$ cat config.mk
export PLATFORM = sky130hd
export DESIGN_NAME = lcp_regbank
export DESIGN_NICKNAME = d
export VERILOG_FILES = /design/src/hdl/lcp_pkg.sv /design/src/hdl/lcp_regbank.sv
export SDC_FILE = /design/constraint.sdc
export NUM_CORES = 1
export LEC_CHECK = 0
export BUFFER_PORTS_ARGS = -buffer_cell sky130_fd_sc_hd__buf_4
export CAP_MARGIN = 20
export CELL_PAD_IN_SITES_DETAIL_PLACEMENT = 0
export CELL_PAD_IN_SITES_GLOBAL_PLACEMENT = 1
export CORE_AREA = 2 2 66 68
export CTS_CLUSTER_DIAMETER = 150
export DETAILED_ROUTE_END_ITERATION = 12
export DIE_AREA = 0 0 68 70
export PLACE_DENSITY_LB_ADDON = 0.1
export SLEW_MARGIN = 10
export SYNTH_ARGS = -nofsm -noshare
export SYNTH_HDL_FRONTEND = slang
export SYNTH_SLANG_ARGS = --single-unit
$ cat constraint.sdc
create_clock -name clk_i -period 5.2 [get_ports clk_i]
set_clock_uncertainty 0.2 [all_clocks]
set_input_delay 0.26 -clock clk_i [delete_from_list [all_inputs] [get_ports clk_i]]
set_output_delay 0.26 -clock clk_i [all_outputs]
set_load 0.005 [all_outputs]
$ cat src/hdl/lcp_pkg.sv
// Register map, field positions and reset values for the line output and charge pump bank
package lcp_pkg;

	// ----------------------------------------------------------------
	// Bus geometry
	// ----------------------------------------------------------------
	localparam int unsigned ADR_W   = 10;
	localparam int unsigned DAT_W   = 32;
	localparam int unsigned SEL_W   = 4;
	localparam int unsigned IDX_W   = 8;
	localparam int unsigned IDX_LSB = 2;
	localparam int unsigned REG_W   = 16;

	// ----------------------------------------------------------------
	// Register indices (byte address is four times the index)
	// ----------------------------------------------------------------
	localparam logic [IDX_W-1:0] LINE_OUTPUT_STAGE_CONTROL_IDX = 8'h5e;
	localparam logic [IDX_W-1:0] CHARGE_PUMP_ENABLE_CTRL_IDX   = 8'h62;
	localparam logic [IDX_W-1:0] CHARGE_PUMP_POWER_MODE_IDX    = 8'h68;

	// ----------------------------------------------------------------
	// Field positions
	// ----------------------------------------------------------------
	localparam int unsigned LEFT_OUT_SHORT_REMOVE_BIT      = 7;
	localparam int unsigned LEFT_OUT_OUTPUT_STAGE_EN_BIT   = 6;
	localparam int unsigned LEFT_OUT_INTERMEDIATE_EN_BIT   = 5;
	localparam int unsigned LEFT_OUT_INPUT_STAGE_EN_BIT    = 4;
	localparam int unsigned RIGHT_OUT_SHORT_REMOVE_BIT     = 3;
	localparam int unsigned RIGHT_OUT_OUTPUT_STAGE_EN_BIT  = 2;
	localparam int unsigned RIGHT_OUT_INTERMEDIATE_EN_BIT  = 1;
	localparam int unsigned RIGHT_OUT_INPUT_STAGE_EN_BIT   = 0;
	localparam int unsigned CHARGE_PUMP_ENABLE_BIT         = 0;
	localparam int unsigned CHARGE_PUMP_DYNAMIC_POWER_BIT  = 0;

	// Implemented bits: line output uses 7:0, pump registers bit 0
	localparam int unsigned LINE_OUT_FIELD_W = 8;

	// ----------------------------------------------------------------
	// Reset values
	// ----------------------------------------------------------------
	localparam logic [LINE_OUT_FIELD_W-1:0] LINE_OUT_RESET = 8'h00;
	localparam logic                        PUMP_EN_RESET  = 1'b0;
	localparam logic                        PUMP_DYN_RESET = 1'b0;
	localparam logic [DAT_W-1:0]            RD_ZERO        = 32'h0000_0000;

endpackage

$ cat src/hdl/lcp_regbank.sv
// Wishbone register bank driving line output stage and charge pump enables
//
// Contract
// - Left short-removal bit seven, resets zero
// - Left output stage enable bit six
// - Left intermediate stage enable bit five
// - Left input stage enable bit four
// - Right short-removal bit three, resets zero
// - Right output stage enable bit two
// - Right intermediate stage enable bit one
// - Right input stage enable bit zero
// - Charge pump enable bit zero
// - Dynamic power select bit zero
module lcp_regbank
	import lcp_pkg::*;
(
	input  wire logic                        clk_i,
	input  wire logic                        rst_i,
	input  wire logic                        ce_i,
	input  wire logic                        wb_cyc_i,
	input  wire logic                        wb_stb_i,
	input  wire logic                        wb_we_i,
	input  wire logic [lcp_pkg::ADR_W-1:0]   wb_adr_i,
	input  wire logic [lcp_pkg::SEL_W-1:0]   wb_sel_i,
	input  wire logic [lcp_pkg::DAT_W-1:0]   wb_dat_i,
	output logic      [lcp_pkg::DAT_W-1:0]   wb_dat_o,
	output logic                             wb_ack_o,
	output logic                             left_out_short_remove_o,
	output logic                             left_out_output_stage_en_o,
	output logic                             left_out_intermediate_en_o,
	output logic                             left_out_input_stage_en_o,
	output logic                             right_out_short_remove_o,
	output logic                             right_out_output_stage_en_o,
	output logic                             right_out_intermediate_en_o,
	output logic                             right_out_input_stage_en_o,
	output logic                             charge_pump_enable_o,
	output logic                             charge_pump_dynamic_power_o
);
	import lcp_pkg::*;

	// ----------------------------------------------------------------
	// State
	// ----------------------------------------------------------------
	logic [LINE_OUT_FIELD_W-1:0] line_out_r;
	logic [LINE_OUT_FIELD_W-1:0] line_out_nxt;
	logic                        pump_en_r;
	logic                        pump_en_nxt;
	logic                        pump_dyn_r;
	logic                        pump_dyn_nxt;
	logic                        ack_r;
	logic                        ack_nxt;
	logic [DAT_W-1:0]            rdat_r;
	logic [DAT_W-1:0]            rdat_nxt;
	logic [IDX_W-1:0]            idx;
	logic                        req;
	logic                        wr_lo;

	// ----------------------------------------------------------------
	// Bus decode
	// ----------------------------------------------------------------
	// Accept a request once; the ack pulse itself blocks a second take
	assign idx   = wb_adr_i[IDX_LSB +: IDX_W];
	assign req   = wb_cyc_i & wb_stb_i & ~ack_r;
	assign wr_lo = req & wb_we_i & wb_sel_i[0]; // All fields live in byte lane 0

	// Next register values; a write lands with the ack so enables move at once
	always_comb begin
		line_out_nxt = line_out_r;
		pump_en_nxt  = pump_en_r;
		pump_dyn_nxt = pump_dyn_r;
		ack_nxt      = req;
		rdat_nxt     = rdat_r;
		if (wr_lo) begin
			unique case (idx)
				LINE_OUTPUT_STAGE_CONTROL_IDX: begin
					line_out_nxt = wb_dat_i[LINE_OUT_FIELD_W-1:0];
				end
				CHARGE_PUMP_ENABLE_CTRL_IDX: begin
					pump_en_nxt = wb_dat_i[CHARGE_PUMP_ENABLE_BIT];
				end
				CHARGE_PUMP_POWER_MODE_IDX: begin
					pump_dyn_nxt = wb_dat_i[CHARGE_PUMP_DYNAMIC_POWER_BIT];
				end
				default: begin
					line_out_nxt = line_out_r; // Unmapped writes are dropped
				end
			endcase
		end
		// Read data captured with the ack; unmapped and upper bits read zero
		if (req) begin
			rdat_nxt = RD_ZERO;
			if (!wb_we_i) begin
				unique case (idx)
					LINE_OUTPUT_STAGE_CONTROL_IDX: begin
						rdat_nxt[LINE_OUT_FIELD_W-1:0] = line_out_r;
					end
					CHARGE_PUMP_ENABLE_CTRL_IDX: begin
						rdat_nxt[CHARGE_PUMP_ENABLE_BIT] = pump_en_r;
					end
					CHARGE_PUMP_POWER_MODE_IDX: begin
						rdat_nxt[CHARGE_PUMP_DYNAMIC_POWER_BIT] = pump_dyn_r;
					end
					default: begin
						rdat_nxt = RD_ZERO;
					end
				endcase
			end
		end
	end

	// Register stage; reset acts whatever ce_i is, otherwise clock enable low freezes everything, bus included
	always_ff @(posedge clk_i) begin
		if (rst_i) begin
			line_out_r <= LINE_OUT_RESET;
			pump_en_r  <= PUMP_EN_RESET;
			pump_dyn_r <= PUMP_DYN_RESET;
			ack_r      <= 1'b0;
			rdat_r     <= RD_ZERO;
		end else if (ce_i) begin
			line_out_r <= line_out_nxt;
			pump_en_r  <= pump_en_nxt;
			pump_dyn_r <= pump_dyn_nxt;
			ack_r      <= ack_nxt;
			rdat_r     <= rdat_nxt;
		end
	end

	// ----------------------------------------------------------------
	// Outputs to the analogue stages
	// ----------------------------------------------------------------
	// Sequencing is left to the host; no interlock, so a bad order reaches the pins
	assign wb_ack_o                    = ack_r;
	assign wb_dat_o                    = rdat_r;
	assign left_out_short_remove_o     = line_out_r[LEFT_OUT_SHORT_REMOVE_BIT];
	assign left_out_output_stage_en_o  = line_out_r[LEFT_OUT_OUTPUT_STAGE_EN_BIT];
	assign left_out_intermediate_en_o  = line_out_r[LEFT_OUT_INTERMEDIATE_EN_BIT];
	assign left_out_input_stage_en_o   = line_out_r[LEFT_OUT_INPUT_STAGE_EN_BIT];
	assign right_out_short_remove_o    = line_out_r[RIGHT_OUT_SHORT_REMOVE_BIT];
	assign right_out_output_stage_en_o = line_out_r[RIGHT_OUT_OUTPUT_STAGE_EN_BIT];
	assign right_out_intermediate_en_o = line_out_r[RIGHT_OUT_INTERMEDIATE_EN_BIT];
	assign right_out_input_stage_en_o  = line_out_r[RIGHT_OUT_INPUT_STAGE_EN_BIT];
	assign charge_pump_enable_o        = pump_en_r;
	assign charge_pump_dynamic_power_o = pump_dyn_r;

endmodule

==> reports/metrics.cfg <==
[yosys]
syn_area_sq_um=1010
syn_avg_cell_area_sq_um=9.58
syn_inst=105
yosys_warnings=0
ys_types=24
seq_area_frac_synth_pct=37.8
ys_seq_elements=19

[timing]
finalCriticalPeriod_ns=2.06
slew_violations=0
finalHoldViolCount=0
tns_ns=0
fmax_ghz=0.486
slew_headroom_pct=47.9
fin_crit_sh_pct=39.5
tightest_slew_ns=0.775
setup_viol=0
rsz0062_at_grt=false

[grt]
grt_max_degree=23
grt_pass1_wl_um=3480
antenna_found_initial=0
grt_overflow=0
grt_usage_pct=9.38
grt_pass1_vias=756

[power_and_ir_drop]
intPower_mw=0.214
switching_power_mw=0.0623
p_leak_nw=0.600
total_power_mw=0.276
peakVddDrop_mv=0.0815
cellPowerDensity_nw_per_um2=209
p_clk_share_pct=36.2
swShare_pct=22.6
p_seq_share_pct=52.9
power_frac_comb_pct=10.9

[place]
placed_area_sq_um=1270
port_buffers=41
place.detailed.hpwl_um=1740
place.gp.congestion=0.719

[drt]
num_vias=801
wl_per_cell_um=11.6
routed_wl_um=2290
drc_errors=0
dr.pass1.iters=4
drt_iter0_drc=28
vias_per_cell=4.05
ant_nets=0

[worst_setup_path]
r2r_start=wb_ack_o
cp-end-kind=flop
ff2ff_path_depth=4
worstSetupPathType=reg -> reg
critPathMaxFanout=14
critPathRequiredTime_ns=5.14
r2r-end=line_out_r[5]
rrSetupSlack_ns=3.14
worstSetupStartpointType=flop
cp.arrival_ns=1.99

[clocking]
clock-sinks=19
cts_hold_buf=0
ctsResizeCount=0
clkLatencyLatePin_ns=0.25
tritoncts=done
cts_buffers=3
cts_setup_buffers=0
root_buffer=clkbuf_8
cts_max_level=1
clkTransAtPathRegs_ns=0.07
ctsLongestPathBuffers=2

[floorplanning]
start_util_pct=24.3
num_rows=24
core_sq_um=4140
die_h_um=70
ios=95
die_area_sq_um=4760
die_w_um=68

[cells_and_area]
final_common_cell=buf_4
area_growth_pct=31.2
final_cell_mix=buf_4, conb_1, nor2_1, dfxtp_1, mux2i_1
layout-drive-gt1-share_pct=33.6
nets=199
nFillCells=448
antenna-diode-count=0
fin_area_sq_um=1320

[hold_path]
whs_path_depth=3
min_to=line_out_r[3]
hold_class=in -> reg
hold_start=wb_dat_i[3]

[outcome]
outcome=finished, final reports clean

[run]
drv_cap=0

stage by stage:
| stage | hold WS [ns] | util (%) | worst slack, ns | instances |
|---|---|---|---|---|
| 5_1_grt | 0.0355 | 31.9 | 2.98 | 198 |
| 3_3_place_gp | 0.283 | 30.7 | 3.10 | 194 |
| 4_1_cts | 0.0350 | 31.9 | 3.08 | 198 |
| 2_1_floorplan | 0.207 | - | 3.49 | 128 |
| 3_5_place_dp | 0.285 | 30.7 | 3.10 | 194 |
| 6_report | 0.0383 | 31.9 | 3.14 | 198 |
layout make-up:
type / instances / area [sq um] / area share, %
clock buffer: 3 / 41.3 / 3.13
clock inverter: 1 / 5.00 / 0.379
sequential: 19 / 380 / 28.8
timing repair buffer: 41 / 308 / 23.3
multi-input combinational: 82 / 520 / 39.4
tap: 52 / 65.1 / 4.93
cell usage after synthesis, drive strengths merged:
cell,count,area (sq um)
and4b,1,10.0
nand4b,2,32.5
a21oi,1,5.00
and3b,2,17.5
nand4bb,1,27.5
a22oi,7,52.6
nor3b,2,15.0
dfxtp,19,380
mux2i,10,100
clkbuf,2,7.51
buf,25,184
or3,1,6.26
nand3,2,10.0
nand2b,4,25.0
nand2,1,3.75
nor4,2,33.8
conb,1,3.75
o21ai,1,5.00
nor2,19,71.3
a32oi,1,8.76
a31oi,1,6.26
cells by family after synthesis:
logic type	after synthesis	share of synthesized area, %
buffers and inverters	27	19.0
AOI/OAI and AO/OA	11	7.71
DFF	19	37.8
other	1	0.373
muxes	10	9.95
and+or+nand+nor	37	25.1
worst max-delay path: stages, from the launching register on:
cell and delay (ns):
dfxtp_1 0.32, nand4b_4 0.31, nor4_4 0.78, mux2i_1 0.27, nor2_1 0.05
registers in the layout, summed over array words and instances, names as in the netlist:
name                         cells
charge_pump_dynamic_power_o      1
charge_pump_enable_o             1
line_out_r                       8
wb_ack_o                         1
wb_dat_o                         8
power groups by stage:
stage / Sequential, mW / Combinational [mW] / Clock (mW)
2_1_floorplan: 0.149 / 0.0254 / 0
3_3_place_gp: 0.149 / 0.0293 / 0
3_5_place_dp: 0.149 / 0.0300 / 0
4_1_cts: 0.146 / 0.0300 / 0.105
5_1_grt: 0.146 / 0.0337 / 0.115
6_report: 0.146 / 0.0301 / 0.0999
worst max path at each step:
stage,to,slack (ns),start,cells past startpoint
final,line_out_r[5],3.14,wb_ack_o,4
after global routing,line_out_r[5],2.98,wb_ack_o,4
after CTS,line_out_r[5],3.08,wb_ack_o,4
after detailed placement,line_out_r[5],3.10,wb_ack_o,4
after global placement,line_out_r[0],3.10,wb_ack_o,4
after floorplan,line_out_r[0],3.49,wb_ack_o,4
layer usage:
metal	part of all wire, %	up-vias	track usage [%]
li1	-	397	-
met1	47	363	12.9
met2	42	41	14.2
met3	11	0	3.06
met4	0	0	2.00
met5	0	-	0
No activity file was read; power rests on OpenSTA's default activity.
